===== src/sci_status_pkg.sv =====
package sci_status_pkg;

   // register offsets on the plain register port
   localparam logic [7:0] ADDR_CONTROL_TWO   = 8'h03;
   localparam logic [7:0] ADDR_STATUS_ONE    = 8'h04;
   localparam logic [7:0] ADDR_CONTROL_THREE = 8'h06;
   localparam logic [7:0] ADDR_DATA_BUFFER   = 8'h07;

   // status_one_reg field positions
   localparam int POS_TX_EMPTY    = 7;
   localparam int POS_TX_COMPLETE = 6;
   localparam int POS_RX_FULL     = 5;
   localparam int POS_IDLE        = 4;
   localparam int POS_OVERRUN     = 3;
   localparam int POS_NOISE       = 2;
   localparam int POS_FRAMING     = 1;
   localparam int POS_PARITY      = 0;

   // control_two_reg field positions
   localparam int POS_TX_ENABLE  = 3;
   localparam int POS_SEND_BREAK = 0;

   // reset values
   localparam logic [7:0] STATUS_ONE_RESET  = 8'hc0;
   localparam logic [7:0] CONTROL_TWO_RESET = 8'h00;
   localparam logic [7:0] READ_ZERO         = 8'h00;

   // idle character time in bit times
   localparam logic [3:0] IDLE_BITS_EIGHT = 4'ha;
   localparam logic [3:0] IDLE_BITS_NINE  = 4'hb;
   localparam logic [3:0] IDLE_CNT_ZERO   = 4'h0;
   localparam logic [3:0] IDLE_CNT_ONE    = 4'h1;

   // character handed over by the receive shifter
   typedef struct packed {
      logic ready;
      logic noise;
      logic framing;
      logic parity_bad;
   } rx_event_t;

   typedef enum logic [1:0] {
      CNT_OFF,
      CNT_RUN,
      CNT_DONE
   } idle_phase_t;

endpackage : sci_status_pkg


===== src/sci_status_flag_logic.sv =====
// Design decisions made here: the address map and the plain strobed port.
`timescale 1ns/1ps
module sci_status_flag_logic
   import sci_status_pkg::*;
(
   input  wire logic       I_CLK_SYS,
   input  wire logic       I_RESETN,
   input  wire logic [7:0] I_ADDR,
   input  wire logic [7:0] I_WDATA,
   input  wire logic       I_WR,
   input  wire logic       I_RD,
   output logic      [7:0] O_RDATA,
   input  wire logic [7:0] I_RX_DATA,
   input  wire logic [7:0] I_CONTROL_THREE,
   input  wire logic       I_NINE_BIT_MODE,
   input  wire logic       I_IDLE_TYPE_SELECT,
   input  wire logic       I_PARITY_ENABLE,
   input  wire logic       I_TX_TRANSFER,
   input  wire logic       I_TX_ACTIVE,
   input  wire rx_event_t  I_RX_EVENT,
   input  wire logic       I_RX_START_DONE,
   input  wire logic       I_RX_STOP_DONE,
   input  wire logic       I_BIT_TICK,
   input  wire logic       I_RXD,
   output logic            O_RX_LOAD,
   output logic            O_TX_DATA_WRITE,
   output logic            O_TX_ENABLE_BIT,
   output logic            O_SEND_BREAK_BIT,
   output logic      [7:0] O_STATUS_ONE
);

   logic [7:0]  status;
   logic [7:0]  arm;
   logic [7:0]  set_v;
   logic [7:0]  clr_v;
   logic [7:0]  control_two;
   logic [7:0]  next_rdata;
   logic        status_rd;
   logic        data_rd;
   logic        data_wr;
   logic        ctrl3_rd;
   logic        ctrl2_wr;
   logic        te_rise;
   logic        sbk_one;
   logic        tx_kick;
   logic        next_tx_empty;
   logic        rx_clear;
   logic        data_seen;
   logic        ctrl3_seen;
   logic        rxd_s1;
   logic        rxd_s2;
   logic        rxd_s3;
   logic        rx_line;
   logic [3:0]  idle_cnt;
   logic [3:0]  idle_target;
   idle_phase_t idle_phase;
   logic        idle_detect;
   logic        idle_armed;
   logic        tx_buffer_empty_flag;
   logic        tx_complete_flag;
   logic        rx_buffer_full_flag;
   logic        noise_flag;
   logic        framing_error_flag;
   logic        parity_error_flag;

   assign tx_buffer_empty_flag = status[POS_TX_EMPTY];
   assign tx_complete_flag     = status[POS_TX_COMPLETE];
   assign rx_buffer_full_flag  = status[POS_RX_FULL];
   assign noise_flag           = status[POS_NOISE];
   assign framing_error_flag   = status[POS_FRAMING];
   assign parity_error_flag    = status[POS_PARITY];

   // status one never decoded for writes
   assign status_rd = I_RD && (I_ADDR == ADDR_STATUS_ONE);
   assign data_rd   = I_RD && (I_ADDR == ADDR_DATA_BUFFER);
   assign data_wr   = I_WR && (I_ADDR == ADDR_DATA_BUFFER);
   assign ctrl3_rd  = I_RD && (I_ADDR == ADDR_CONTROL_THREE);
   assign ctrl2_wr  = I_WR && (I_ADDR == ADDR_CONTROL_TWO);

   assign te_rise = ctrl2_wr && I_WDATA[POS_TX_ENABLE] && !control_two[POS_TX_ENABLE];
   assign sbk_one = ctrl2_wr && I_WDATA[POS_SEND_BREAK];
   assign tx_kick = data_wr || te_rise || sbk_one;

   assign O_TX_DATA_WRITE  = data_wr;
   assign O_TX_ENABLE_BIT  = control_two[POS_TX_ENABLE];
   assign O_SEND_BREAK_BIT = control_two[POS_SEND_BREAK];
   assign O_STATUS_ONE     = status;

   // a read that completes the clear in this cycle frees the buffer in time
   assign O_RX_LOAD = I_RX_EVENT.ready && (!rx_buffer_full_flag || rx_clear);

   // in nine-bit mode both reads needed, in either order
   always_comb begin
      if (I_NINE_BIT_MODE) begin
         rx_clear = arm[POS_RX_FULL] && (data_seen || data_rd) && (ctrl3_seen || ctrl3_rd);
      end else begin
         rx_clear = arm[POS_RX_FULL] && data_rd;
      end
   end

   always_comb begin
      clr_v = 8'h00;
      clr_v[POS_TX_EMPTY]    = arm[POS_TX_EMPTY] && data_wr;
      // read then any of three kicks
      clr_v[POS_TX_COMPLETE] = arm[POS_TX_COMPLETE] && tx_kick;
      clr_v[POS_RX_FULL]     = rx_clear;
      clr_v[POS_IDLE]        = arm[POS_IDLE] && data_rd;
      clr_v[POS_OVERRUN]     = arm[POS_OVERRUN] && data_rd;
      clr_v[POS_NOISE]       = arm[POS_NOISE] && data_rd;
      clr_v[POS_FRAMING]     = arm[POS_FRAMING] && data_rd;
      clr_v[POS_PARITY]      = arm[POS_PARITY] && data_rd;
   end

   // tx complete looks at the empty flag as it will be, so a kick cannot be undone
   assign next_tx_empty = I_TX_TRANSFER || (tx_buffer_empty_flag && !clr_v[POS_TX_EMPTY]);

   always_comb begin
      set_v = 8'h00;
      set_v[POS_TX_EMPTY]    = I_TX_TRANSFER;
      set_v[POS_TX_COMPLETE] = next_tx_empty && !I_TX_ACTIVE && !tx_kick;
      set_v[POS_RX_FULL]     = O_RX_LOAD;
      // only when armed by a character
      set_v[POS_IDLE]        = idle_detect && idle_armed;
      set_v[POS_OVERRUN]     = I_RX_EVENT.ready && !O_RX_LOAD;
      set_v[POS_NOISE]       = O_RX_LOAD && I_RX_EVENT.noise;
      set_v[POS_FRAMING]     = O_RX_LOAD && I_RX_EVENT.framing;
      set_v[POS_PARITY]      = O_RX_LOAD && I_RX_EVENT.parity_bad && I_PARITY_ENABLE;
   end

   // set wins over a clear in the same cycle
   always_ff @(posedge I_CLK_SYS or negedge I_RESETN) begin
      if (!I_RESETN) begin
         status <= STATUS_ONE_RESET;
      end else begin
         status <= set_v | (status & ~clr_v);
      end
   end

   // remember a qualifying read, forget on new set
   always_ff @(posedge I_CLK_SYS or negedge I_RESETN) begin
      if (!I_RESETN) begin
         arm <= 8'h00;
      end else begin
         arm <= ~(set_v & ~status) & ~clr_v & (arm | ({8{status_rd}} & status));
      end
   end

   // track which half of the 9-bit read is done
   always_ff @(posedge I_CLK_SYS or negedge I_RESETN) begin
      if (!I_RESETN) begin
         data_seen  <= 1'b0;
         ctrl3_seen <= 1'b0;
      end else if (!arm[POS_RX_FULL] || rx_clear || set_v[POS_RX_FULL]) begin
         data_seen  <= 1'b0;
         ctrl3_seen <= 1'b0;
      end else begin
         data_seen  <= data_seen || data_rd;
         ctrl3_seen <= ctrl3_seen || ctrl3_rd;
      end
   end

   always_ff @(posedge I_CLK_SYS or negedge I_RESETN) begin
      if (!I_RESETN) begin
         control_two <= CONTROL_TWO_RESET;
      end else if (ctrl2_wr) begin
         control_two <= I_WDATA;
      end
   end

   always_comb begin
      case (I_ADDR)
         ADDR_STATUS_ONE:    next_rdata = status;
         ADDR_DATA_BUFFER:   next_rdata = I_RX_DATA;
         ADDR_CONTROL_THREE: next_rdata = I_CONTROL_THREE;
         ADDR_CONTROL_TWO:   next_rdata = control_two;
         default:            next_rdata = READ_ZERO;
      endcase
   end

   always_ff @(posedge I_CLK_SYS or negedge I_RESETN) begin
      if (!I_RESETN) begin
         O_RDATA <= READ_ZERO;
      end else if (I_RD) begin
         O_RDATA <= next_rdata;
      end else begin
         O_RDATA <= READ_ZERO;
      end
   end

   // receive pin: three stages, change accepted once the last two agree
   always_ff @(posedge I_CLK_SYS or negedge I_RESETN) begin
      if (!I_RESETN) begin
         rxd_s1  <= 1'b1;
         rxd_s2  <= 1'b1;
         rxd_s3  <= 1'b1;
         rx_line <= 1'b1;
      end else begin
         rxd_s1 <= I_RXD;
         rxd_s2 <= rxd_s1;
         rxd_s3 <= rxd_s2;
         if (rxd_s2 == rxd_s3) begin
            rx_line <= rxd_s3;
         end
      end
   end

   // character length picks the idle time
   assign idle_target = I_NINE_BIT_MODE ? IDLE_BITS_NINE : IDLE_BITS_EIGHT;
   assign idle_detect = (idle_phase == CNT_RUN) && I_BIT_TICK && rx_line
                        && ((idle_cnt + IDLE_CNT_ONE) == idle_target);

   always_ff @(posedge I_CLK_SYS or negedge I_RESETN) begin
      if (!I_RESETN) begin
         idle_phase <= CNT_OFF;
         idle_cnt   <= IDLE_CNT_ZERO;
      end else if (I_RX_START_DONE) begin
         // start pulse lands while the line is still low, so it goes first
         idle_cnt <= IDLE_CNT_ZERO;
         // high data and stop bits count
         // held off until the stop bit
         idle_phase <= I_IDLE_TYPE_SELECT ? CNT_OFF : CNT_RUN;
      end else if (I_RX_STOP_DONE && I_IDLE_TYPE_SELECT) begin
         idle_cnt   <= IDLE_CNT_ZERO;
         idle_phase <= CNT_RUN;
      end else if (!rx_line) begin
         idle_cnt <= IDLE_CNT_ZERO;
         if (idle_phase == CNT_DONE) begin
            idle_phase <= CNT_OFF;
         end
      end else begin
         case (idle_phase)
            CNT_RUN: begin
               if (idle_detect) begin
                  idle_phase <= CNT_DONE;
               end else if (I_BIT_TICK) begin
                  idle_cnt <= idle_cnt + IDLE_CNT_ONE;
               end
            end
            CNT_OFF:  idle_cnt <= IDLE_CNT_ZERO;
            CNT_DONE: idle_cnt <= IDLE_CNT_ZERO;
            default:  idle_phase <= CNT_OFF;
         endcase
      end
   end

   // a long idle line sets the flag once only
   always_ff @(posedge I_CLK_SYS or negedge I_RESETN) begin
      if (!I_RESETN) begin
         idle_armed <= 1'b0;
      end else if (O_RX_LOAD) begin
         idle_armed <= 1'b1;
      end else if (set_v[POS_IDLE]) begin
         idle_armed <= 1'b0;
      end
   end
endmodule : sci_status_flag_logic


===== config.mk =====
export PLATFORM = sky130hd
export DESIGN_NAME = sci_status_flag_logic
export DESIGN_NICKNAME = d
export VERILOG_FILES = /design/src/sci_status_pkg.sv /design/src/sci_status_flag_logic.sv
export SDC_FILE = /design/constraint.sdc
export NUM_CORES = 1
export LEC_CHECK = 0
export ABC_AREA = 0
export BUFFER_PORTS_ARGS = -buffer_cell sky130_fd_sc_hd__buf_2
export CORE_MARGIN = 2
export CORE_UTILIZATION = 25
export DETAILED_ROUTE_END_ITERATION = 12
export SLEW_MARGIN = 20
export SYNTH_ARGS = -nofsm -noshare
export SYNTH_HDL_FRONTEND = slang
export SYNTH_SLANG_ARGS = --single-unit

===== constraint.sdc =====
create_clock -name I_CLK_SYS -period 1.96 [get_ports I_CLK_SYS]
set_clock_uncertainty 0.05 [all_clocks]
set_input_delay 0.392 -clock I_CLK_SYS [delete_from_list [all_inputs] [get_ports I_CLK_SYS]]
set_output_delay 0.392 -clock I_CLK_SYS [all_outputs]
set_load 0.05 [all_outputs]

==> impl_metrics.env, run 1 <==
export IMPL_intPower_w=0.00159
export IMPL_syn_mean_instance_area_um2=10.4
export IMPL_final_critical_path_setup_slack_ns=-0.106
export IMPL_initial_core_util=0.256
export IMPL_path_clk_slew_ns=0.08
export IMPL_async_reset_ff_frac=1.00
export IMPL_violated_checks="setup timing"
export IMPL_power_switching_w=0.000505
export IMPL_run_status="finished with violations"
export IMPL_yosys_warnings=0
export IMPL_highest_clock_rate_ghz=0.484
export IMPL_coreArea_um2=9200
export IMPL_power_share_combinational=0.132
export IMPL_seq_area_frac_synth=0.481
export IMPL_synth_seq_cells=45
export IMPL_netlist_top_cells_count="sky130_fd_sc_hd__dfrtp_1, sky130_fd_sc_hd__nand2_1, sky130_fd_sc_hd__nor2_1"
export IMPL_first_pass_iters=4
export IMPL_grt_overflow_total=0
export IMPL_sequential_fraction_of_design_power=0.475
export IMPL_final_hold_violation_count=0
export IMPL_totalWireLength_um=6610
export IMPL_grt_antenna_before_repair=0
export IMPL_unrepaired_setup_endpoints_after_global_routing="yes"
export IMPL_layout_nets=375
export IMPL_first_global_vias=2150
export IMPL_p_leak_nw=1.52
export IMPL_num_io_pins=69
export IMPL_grt_max_degree=46
export IMPL_setup_worst_path_end_class="output port"
export IMPL_rows=35
export IMPL_pwr_density_cell_nw_per_um2=647
export IMPL_cell_chosen_for_the_clock_root="sky130_fd_sc_hd__clkbuf_8"
export IMPL_vias_after_detailed_routing=2193
export IMPL_layout_area_overhead_vs_synth_pct=37.6
export IMPL_place_hpwl_um=5200
export IMPL_synth_area_leader_cell="sky130_fd_sc_hd__dfrtp_1"
export IMPL_dpl_cell_area_um2=3040
export IMPL_all_layer_global_routing_usage=0.132
export IMPL_cts_htree_levels=2
export IMPL_max_cap_viol_count=0
export IMPL_layout_cell_share_with_drive_strength_beyond_1=0.414
export IMPL_maxSlewViolCount=0
export IMPL_gp_congestion=0.812
export IMPL_via_per_inst=5.02
export IMPL_irDropWorstVdd_mv=0.251
export IMPL_cts_num_sinks=45
export IMPL_finish_instance_area_um2=3240
export IMPL_route_antenna_remaining_nets=0
export IMPL_hp_class="input pin to asynchronous set/reset pin"
export IMPL_synth_net_count=276
export IMPL_synth_area_top_cells="sky130_fd_sc_hd__dfrtp_1, sky130_fd_sc_hd__dfstp_2, sky130_fd_sc_hd__mux2_2"
export IMPL_die_x_um=101
export IMPL_synth_ff_type="sky130_fd_sc_hd__dfrtp_1"
export IMPL_post_route_util=0.352
export IMPL_detail_route_iter0_violations=183
export IMPL_share_clk_of_total_power=0.393
export IMPL_report_final_setup_viol=2
export IMPL_fillerInstances=924
export IMPL_dieHeight_um=101
export IMPL_clk_latency_ns=0.30
export IMPL_worst_path_max_fanout=2
export IMPL_tritoncts="built"
export IMPL_syn_instance_count=226
export IMPL_finalWorstPathRequiredPeriod_ns=2.07
export IMPL_power_w=0.00210
export IMPL_synth_most_common_cell="sky130_fd_sc_hd__dfrtp_1"
export IMPL_placement_io_buffers=68
export IMPL_clock_tree_buffer_depth=2
export IMPL_synth_area_um2=2350
export IMPL_critical_path_arrival_ns=1.62
export IMPL_switching_share=0.241
export IMPL_route_detailed_wl_per_inst_um=15.1
export IMPL_max_slew_margin=0.615
export IMPL_ant_cells=0
export IMPL_path_class="input pin to output port"
export IMPL_crit_path_launch_type="input pin"
export IMPL_global_route_wire_length_before_repair_um=10600
export IMPL_synth_enable_flop_cells=0
export IMPL_fp_dieArea_um2=10200
export IMPL_numCtsBuffers=5
export IMPL_synth_top_area_frac=0.414
export IMPL_critPathRequiredTime_ns=1.52
export IMPL_fin_crit_sh=1.05
export IMPL_tightestPinTransition_ns=0.577
export IMPL_drcViolationCount=0
export IMPL_synth_cell_types=55
[through the flow]
| step | hold slack (ns) | setup WS (ns) | setup TNS, ns | cells |
|---|---|---|---|---|
| global placement | 0.296 | -0.221 | -2.52 | 425 |
| floorplan | 0.0464 | -0.0967 | -0.151 | 226 |
| detailed placement | 0.301 | -0.302 | -2.89 | 425 |
| finish | 0.120 | -0.106 | -0.122 | 437 |
| CTS | 0.121 | -0.0906 | -0.161 | 434 |
| global route | 0.116 | -0.141 | -0.177 | 437 |
[routing by layer]
| layer | track usage | up-vias | share of wire |
|---|---|---|---|
| met5 | 0 | - | 0 |
| li1 | - | 1062 | - |
| met2 | 0.211 | 60 | 0.48 |
| met3 | 0.0257 | 8 | 0.048 |
| met1 | 0.179 | 1063 | 0.46 |
| met4 | 0.0395 | 0 | 0.012 |
[worst max-delay path: stages]
cell,delay [ns]
sky130_fd_sc_hd__buf_6,0.09
sky130_fd_sc_hd__or4_4,0.57
sky130_fd_sc_hd__nor2_4,0.12
sky130_fd_sc_hd__a31o_4,0.17
sky130_fd_sc_hd__and2_4,0.14
sky130_fd_sc_hd__buf_8,0.13
[path summary, 6_finish.rpt]
kind	startpoint	to	slack [ns]	cells past startpoint
max	I_ADDR[5]	O_RX_LOAD	-0.11	6
min	I_RESETN	control_two[7]	0.12	2
max reg2reg	idle_cnt[0]	arm[4]	0.25	6
min reg2reg	rxd_s1	rxd_s2	0.31	0
max in group asynchronous	I_RESETN	control_two[4]	1.35	2
min in group I_CLK_SYS	I_RXD	rxd_s1	0.13	1
[layout by cell type (no fill, tap or decap), types with 3 or more instances in the layout]
| cell | Yosys | routed |
|---|---|---|
| sky130_fd_sc_hd__a21bo_2 | 3 | 3 |
| sky130_fd_sc_hd__a21oi_1 | 4 | 4 |
| sky130_fd_sc_hd__a222oi_1 | 5 | 5 |
| sky130_fd_sc_hd__a22o_1 | 7 | 7 |
| sky130_fd_sc_hd__a22oi_1 | 3 | 3 |
| sky130_fd_sc_hd__a32o_1 | 4 | 4 |
| sky130_fd_sc_hd__and2_1 | 4 | 3 |
| sky130_fd_sc_hd__and3_1 | 5 | 5 |
| sky130_fd_sc_hd__buf_2 | 1 | 65 |
| sky130_fd_sc_hd__buf_4 | 0 | 29 |
| sky130_fd_sc_hd__clkbuf_8 | 0 | 5 |
| sky130_fd_sc_hd__dfrtp_1 | 39 | 39 |
| sky130_fd_sc_hd__dfstp_2 | 6 | 6 |
| sky130_fd_sc_hd__inv_1 | 9 | 9 |
| sky130_fd_sc_hd__mux2_2 | 9 | 9 |
| sky130_fd_sc_hd__mux2i_1 | 6 | 6 |
| sky130_fd_sc_hd__nand2_1 | 21 | 21 |
| sky130_fd_sc_hd__nand2b_1 | 9 | 9 |
| sky130_fd_sc_hd__nand3_1 | 7 | 7 |
| sky130_fd_sc_hd__nand4_1 | 4 | 4 |
| sky130_fd_sc_hd__nor2_1 | 17 | 16 |
| sky130_fd_sc_hd__nor2b_1 | 4 | 4 |
| sky130_fd_sc_hd__nor3_1 | 5 | 4 |
| sky130_fd_sc_hd__o21ai_0 | 5 | 5 |
[power groups by stage]
stage	combinational [W]	clock, W	sequential (W)
final	0.000277	0.000824	0.000996
after global routing	0.000302	0.000894	0.00100
after CTS	0.000276	0.000851	0.000996
after detailed placement	0.000274	0	0.00101
after global placement	0.000271	0	0.00101
after floorplan	0.000114	0	0.00103
[timing repair]
item,4_1_cts,5_1_grt
pin swaps,1,0
cloned,0,0
setup buffers,1,3
resized for setup,6,5
hold buffers,0,0
setup endpoints to repair,2,3
[area by class of cell]
| class | count | area, um^2 | share of cell area |
|---|---|---|---|
| multi-input combinational | 166 | 1200 | 0.370 |
| sequential | 45 | 1130 | 0.350 |
| timing repair buffer | 98 | 601 | 0.185 |
| tap | 111 | 139 | 0.0429 |
| clock buffer | 5 | 68.8 | 0.0212 |
| clock inverter | 3 | 65.1 | 0.0201 |
| inverter | 9 | 33.8 | 0.0104 |
[cell families (layout without fill, tap and decap cells)]
logic type | after synthesis | in the layout | share of synthesized area
AOI/OAI and AO/OA | 59 | 59 | 0.202
xor gates and xnor gates | 3 | 3 | 0.0112
muxes | 15 | 15 | 0.0685
adders and majority gates | 2 | 2 | 0.00956
buffers and inverters | 15 | 115 | 0.0276
and+or+nand+nor | 87 | 87 | 0.199
DFF | 45 | 45 | 0.481
No activity file was read; power rests on OpenSTA's default activity.
==> run 2: changes to the inputs <==
--- a/config.mk
+++ b/config.mk
@@ -9,6 +9,7 @@
 export BUFFER_PORTS_ARGS = -buffer_cell sky130_fd_sc_hd__buf_2
 export CORE_MARGIN = 2
 export CORE_UTILIZATION = 25
+export CTS_BUF_LIST = sky130_fd_sc_hd__clkbuf_2 sky130_fd_sc_hd__clkbuf_4 sky130_fd_sc_hd__clkbuf_8
 export DETAILED_ROUTE_END_ITERATION = 12
 export SLEW_MARGIN = 20
 export SYNTH_ARGS = -nofsm -noshare
==> constraint.sdc (replaced) <==
create_clock -name I_CLK_SYS -period 1.8 [get_ports I_CLK_SYS]
set_clock_uncertainty 0.05 [all_clocks]
set_input_delay 0.36 -clock I_CLK_SYS [delete_from_list [all_inputs] [get_ports I_CLK_SYS]]
set_output_delay 0.36 -clock I_CLK_SYS [all_outputs]
set_load 0.05 [all_outputs]
==> run 2 against run 1 <==
  * The run still ends with setup timing left
  * Final cell count is 1.1% higher
  * Core utilization rose by 0.30 points
  * Largest power group unchanged
  * Global-route usage about the same
  * Total power rose by 4.9%
  * Die area unchanged
  * Non-clock buffer count up 5
  * Sequential share of layout area down 0.29 points
  * Sequential power is 8% higher
  * Flip-flop and latch count unchanged
  * Worst setup slack worse by 0.11 ns
==> impl_metrics.env, run 2 (synthesis results as in run 1) <==
export IMPL_run_status="finished with violations"
export IMPL_violated_checks="setup timing"
export IMPL_route_antenna_remaining_nets=0
export IMPL_unrepaired_setup_endpoints_after_global_routing="yes"
export IMPL_reg2reg_setup_slack_ns=0.14
export IMPL_totalWireLength_um=6530
export IMPL_highest_clock_rate_ghz=0.496
export IMPL_whs_endpoint="rxd_s1"
export IMPL_p_leak_nw=1.53
export IMPL_initial_core_util=0.256
export IMPL_layout_cell_share_with_drive_strength_beyond_1=0.420
export IMPL_critPathRequiredTime_ns=1.39
export IMPL_global_route_wire_length_before_repair_um=10600
export IMPL_layout_common_cells="sky130_fd_sc_hd__buf_2, sky130_fd_sc_hd__dfrtp_1, sky130_fd_sc_hd__buf_4"
export IMPL_final_critical_path_setup_slack_ns=-0.215
export IMPL_drcViolationCount=0
export IMPL_layout_nets=380
export IMPL_cts_num_sinks=45
export IMPL_max_cap_viol_count=0
export IMPL_clock_tree_buffer_depth=2
export IMPL_critical_path_arrival_ns=1.60
export IMPL_pwr_density_cell_nw_per_um2=673
export IMPL_dieHeight_um=101
export IMPL_hp_class="input pin to flip-flop"
export IMPL_coreArea_um2=9200
export IMPL_clk_latency_ns=0.30
export IMPL_detail_route_iter0_violations=107
export IMPL_report_final_setup_viol=2
export IMPL_first_global_vias=2176
export IMPL_first_pass_iters=4
export IMPL_finalWorstPathRequiredPeriod_ns=2.01
export IMPL_grt_overflow_total=0
export IMPL_crit_path_launch_type="input pin"
export IMPL_via_per_inst=4.95
export IMPL_placement_io_buffers=68
export IMPL_dp_cells=433
export IMPL_irDropWorstVdd_mv=0.356
export IMPL_grt_antenna_before_repair=0
export IMPL_hold_worst_slack_ns=0.0985
export IMPL_post_route_util=0.355
export IMPL_vias_after_detailed_routing=2189
export IMPL_num_io_pins=69
export IMPL_final_cells=442
export IMPL_die_x_um=101
export IMPL_max_slew_margin=0.757
export IMPL_tritoncts="built"
export IMPL_worst_r2r_path_depth=6
export IMPL_fillerInstances=928
export IMPL_fin_crit_sh=1.12
export IMPL_cts_htree_levels=2
export IMPL_layout_area_overhead_vs_synth_pct=38.7
export IMPL_place_hpwl_um=5180
export IMPL_layout_commonest_cell="sky130_fd_sc_hd__buf_2"
export IMPL_rows=35
export IMPL_maxSlewViolCount=0
export IMPL_all_layer_global_routing_usage=0.131
export IMPL_cell_chosen_for_the_clock_root="sky130_fd_sc_hd__clkbuf_8"
export IMPL_min_path_cells=1
export IMPL_min_delay_start="I_RXD"
export IMPL_final_hold_violation_count=0
export IMPL_ant_cells=0
export IMPL_r2r_start="idle_cnt[1]"
export IMPL_grt_max_degree=46
export IMPL_power_w=0.00220
export IMPL_tightestPinTransition_ns=0.362
export IMPL_path_class="input pin to output port"
export IMPL_route_detailed_wl_per_inst_um=14.8
export IMPL_setup_worst_path_end_class="output port"
export IMPL_path_clk_slew_ns=0.09
export IMPL_numCtsBuffers=5
export IMPL_fp_dieArea_um2=10200
export IMPL_endpoint_of_the_worst_register_to_register_path="idle_armed"
export IMPL_worst_path_max_fanout=4
export IMPL_gp_congestion=0.816
[run 2: worst max path at each step]
| stage | startpoint | end | slack (ns) | cells after the start |
|---|---|---|---|---|
| after global routing | ctrl3_seen | O_RX_LOAD | -0.26 | 5 |
| after CTS | I_ADDR[6] | O_RX_LOAD | -0.23 | 6 |
| after global placement | I_ADDR[5] | O_RX_LOAD | -0.32 | 6 |
| after floorplan | I_ADDR[5] | O_RX_LOAD | -0.19 | 5 |
| final | I_ADDR[6] | O_RX_LOAD | -0.21 | 6 |
| after detailed placement | I_ADDR[5] | O_STATUS_ONE[6] | -0.41 | 6 |
[run 2: layout make-up]
type                       instances  area (um^2)  share of cell area
clock buffer                       6         82.6              0.0253
clock inverter                     2         37.5              0.0115
inverter                           9         33.8              0.0103
multi-input combinational        166         1200               0.367
sequential                        45         1130               0.347
tap                              111          139              0.0425
timing repair buffer             103          641               0.196
[run 2: routing by layer]
layer | routed length (um) | vias to the layer above | share of wire | track usage
li1 | - | 1067 | - | -
met1 | 2970 | 1070 | 0.45 | 0.168
met2 | 3230 | 50 | 0.49 | 0.221
met3 | 292 | 2 | 0.045 | 0.0277
met4 | 44 | 0 | 0.0067 | 0.0416
met5 | 0 | - | 0 | 0
[run 2: where the power goes]
part,switching (W),internal (W)
registers,0.0000330,0.00105
clock network,0.000350,0.000451
logic,0.000173,0.000143
[run 2: timing repair]
action / CTS / global route
hold endpoints to repair: 39 / 0
buffers inserted: 0 / 0
setup endpoints to repair: 3 / 3
pin swaps: 3 / 0
hold buffers: 1 / 0
resized for setup: 7 / 1
[run 2: worst max-delay path: stages]
cell                     delay (ns)
sky130_fd_sc_hd__buf_6         0.09
sky130_fd_sc_hd__or4_4         0.55
sky130_fd_sc_hd__nor2_4        0.14
sky130_fd_sc_hd__a31o_4        0.18
sky130_fd_sc_hd__and2_4        0.15
sky130_fd_sc_hd__buf_8         0.13
[run 2: per-stage QoR]
stage | instance area (um^2) | setup TNS [ns] | setup WS [ns]
after floorplan | 2400 | -0.919 | -0.192
after global placement | 3110 | -5.45 | -0.315
after detailed placement | 3110 | -5.84 | -0.409
after CTS | 3260 | -0.400 | -0.227
after global routing | 3270 | -0.466 | -0.257
final | 3270 | -0.392 | -0.215
==> run 3: changes to the inputs <==
--- a/config.mk
+++ b/config.mk
@@ -11,6 +11,7 @@
 export CORE_UTILIZATION = 25
 export CTS_BUF_LIST = sky130_fd_sc_hd__clkbuf_2 sky130_fd_sc_hd__clkbuf_4 sky130_fd_sc_hd__clkbuf_8
 export DETAILED_ROUTE_END_ITERATION = 12
+export PLACE_DENSITY_LB_ADDON = 0.25
 export SLEW_MARGIN = 20
 export SYNTH_ARGS = -nofsm -noshare
 export SYNTH_HDL_FRONTEND = slang
==> run 3 against run 2 <==
  * The flow still finishes with violations (setup timing)
  * Worst setup slack better by 0.0090 ns
  * Fmax is 0.45% higher
  * Largest cell class unchanged
  * Register-to-register slack about the same
  * Hold slack improved by 0.0060 ns
  * Combinational power up 6%
==> impl_metrics.env, run 3 (synthesis results as in run 1) <==
export IMPL_run_status="finished with violations"
export IMPL_violated_checks="setup timing"
export IMPL_finish_instance_area_um2=3410
export IMPL_placement_io_buffers=68
export IMPL_layout_nets=384
export IMPL_grt_overflow_total=0
export IMPL_fp_dieArea_um2=10200
export IMPL_timing_critical_path_slowest_stage_cell="sky130_fd_sc_hd__or4_4"
export IMPL_num_io_pins=69
export IMPL_critical_path_arrival_ns=1.60
export IMPL_power_share_combinational=0.152
export IMPL_global_route_wire_length_before_repair_um=11300
export IMPL_path_class="input pin to output port"
export IMPL_setup_worst_path_end_class="output port"
export IMPL_final_hold_violation_count=0
export IMPL_finalWorstPathRequiredPeriod_ns=2.01
export IMPL_cp_buffers_inverters=2
export IMPL_sequential_fraction_of_design_power=0.494
export IMPL_initial_core_util=0.256
export IMPL_coreArea_um2=9200
export IMPL_place_hpwl_um=5450
export IMPL_layout_cell_share_with_drive_strength_beyond_1=0.448
export IMPL_all_layer_global_routing_usage=0.141
export IMPL_rows=35
export IMPL_detail_route_iter0_violations=93
export IMPL_fin_crit_sh=1.11
export IMPL_critPathRequiredTime_ns=1.39
export IMPL_grt_max_degree=23
export IMPL_reg2reg_setup_slack_ns=0.14
export IMPL_totalWireLength_um=6870
export IMPL_layout_common_cells="sky130_fd_sc_hd__buf_2, sky130_fd_sc_hd__dfrtp_1, sky130_fd_sc_hd__buf_4"
export IMPL_maxSlewViolCount=0
export IMPL_ant_cells=0
export IMPL_first_pass_iters=6
export IMPL_cts_num_sinks=45
export IMPL_clk_latency_ns=0.30
export IMPL_dpl_cell_area_um2=3110
export IMPL_highest_clock_rate_ghz=0.499
export IMPL_p_leak_nw=1.59
export IMPL_clock_tree_buffer_depth=2
export IMPL_drcViolationCount=0
export IMPL_tritoncts="built"
export IMPL_dp_cells=433
export IMPL_route_antenna_remaining_nets=0
export IMPL_layout_commonest_cell="sky130_fd_sc_hd__buf_2"
export IMPL_max_cap_viol_count=0
export IMPL_final_cells=446
export IMPL_critical_path_top_delay_family="simple AND/OR/NAND/NOR gates"
export IMPL_vias_after_detailed_routing=2213
export IMPL_pre_cts_ws_ns=-0.347
export IMPL_cell_chosen_for_the_clock_root="sky130_fd_sc_hd__clkbuf_8"
export IMPL_power_w=0.00220
export IMPL_pwr_density_cell_nw_per_um2=644
export IMPL_hp_class="input pin to flip-flop"
export IMPL_dieHeight_um=101
export IMPL_die_x_um=101
export IMPL_power_switching_w=0.000568
export IMPL_max_slew_margin=0.692
export IMPL_worst_path_max_fanout=2
export IMPL_path_clk_slew_ns=0.08
export IMPL_tightestPinTransition_ns=0.460
export IMPL_report_final_setup_viol=3
export IMPL_via_per_inst=4.96
export IMPL_layout_area_overhead_vs_synth_pct=44.8
export IMPL_critical_path_max_stage_delay_ns=0.57
export IMPL_critical_path_cell_chain="buf_6 > or4_4 > nor2_4 > a31o_4 > and2_4 > buf_8"
export IMPL_cts_htree_levels=2
export IMPL_grt_antenna_before_repair=0
export IMPL_crit_path_launch_type="input pin"
export IMPL_route_detailed_wl_per_inst_um=15.4
export IMPL_first_global_vias=2225
export IMPL_numCtsBuffers=5
export IMPL_unrepaired_setup_endpoints_after_global_routing="yes"
export IMPL_final_critical_path_setup_slack_ns=-0.206
export IMPL_share_clk_of_total_power=0.353
export IMPL_gp_congestion=0.863
export IMPL_irDropWorstVdd_mv=0.295
export IMPL_switching_share=0.259
export IMPL_intPower_w=0.00163
[run 3: changes by cell type in the layout (fill, tap and decap cells not counted), sizes merged]
cell and delta:
buf +4, clkinv +1, clkinvlp -1
[run 3: path summary, 6_finish.rpt]
path | startpoint | endpoint | cells after the start
max | I_ADDR[4] | O_RX_LOAD | 6
min | I_RXD | rxd_s1 | 1
max reg2reg | idle_cnt[0] | idle_armed | 6
min reg2reg | rxd_s1 | rxd_s2 | 0
max in group asynchronous | I_RESETN | O_STATUS_ONE[6] | 3
min in group asynchronous | I_RESETN | idle_cnt[1] | 2
[run 3: metal layers]
layer  global-route usage  vias to the layer above  share of wire
met2                0.230                       50           0.48
met1                0.190                     1081           0.47
met5                    0                        -              0
li1                     -                     1074              -
met4               0.0374                        0          0.013
met3               0.0284                        8          0.039
[run 3: power by group through the flow]
stage	clock network (W)	logic (W)	registers, W
final	0.000776	0.000334	0.00109
after CTS	0.000809	0.000324	0.00108
after global routing	0.000842	0.000368	0.00109
after detailed placement	0	0.000314	0.00110
after global placement	0	0.000311	0.00110
after floorplan	0	0.000125	0.00113
[run 3: worst register-to-register path, cell delays in order, from the launching register on]
cell and delay, ns:
sky130_fd_sc_hd__dfrtp_1 0.39, sky130_fd_sc_hd__ha_1 0.25, sky130_fd_sc_hd__xor2_1 0.17, sky130_fd_sc_hd__nor3_1 0.18
sky130_fd_sc_hd__buf_4 0.15, sky130_fd_sc_hd__nand3_1 0.11, sky130_fd_sc_hd__a22o_1 0.26
[run 3: metrics by stage]
stage	util	TNS (ns)	hold slack [ns]
2_1_floorplan	-	-0.919	0.0144
3_3_place_gp	0.338	-5.68	0.238
3_5_place_dp	0.338	-5.44	0.241
4_1_cts	0.360	-0.403	0.0922
5_1_grt	0.371	-0.613	0.0826
6_report	0.371	-0.356	0.105
[run 3: final cells by class]
class                   count  area (um^2)
clock buffers               6         76.3
clock inverters             2         35.0
fillers                   935         5790
inverters                   9         33.8
multi-input cells         166         1270
flip-flops and latches     45         1130
well taps                 111          139
repair buffers            107          719
[run 3: what timing repair did]
item / CTS / global route
pin swaps: 3 / 9
gates resized for setup: 14 / 20
hold buffers: 1 / 0
buffers inserted: 4 / 1
hold endpoints to repair: 8 / 0
setup endpoints to repair: 3 / 18
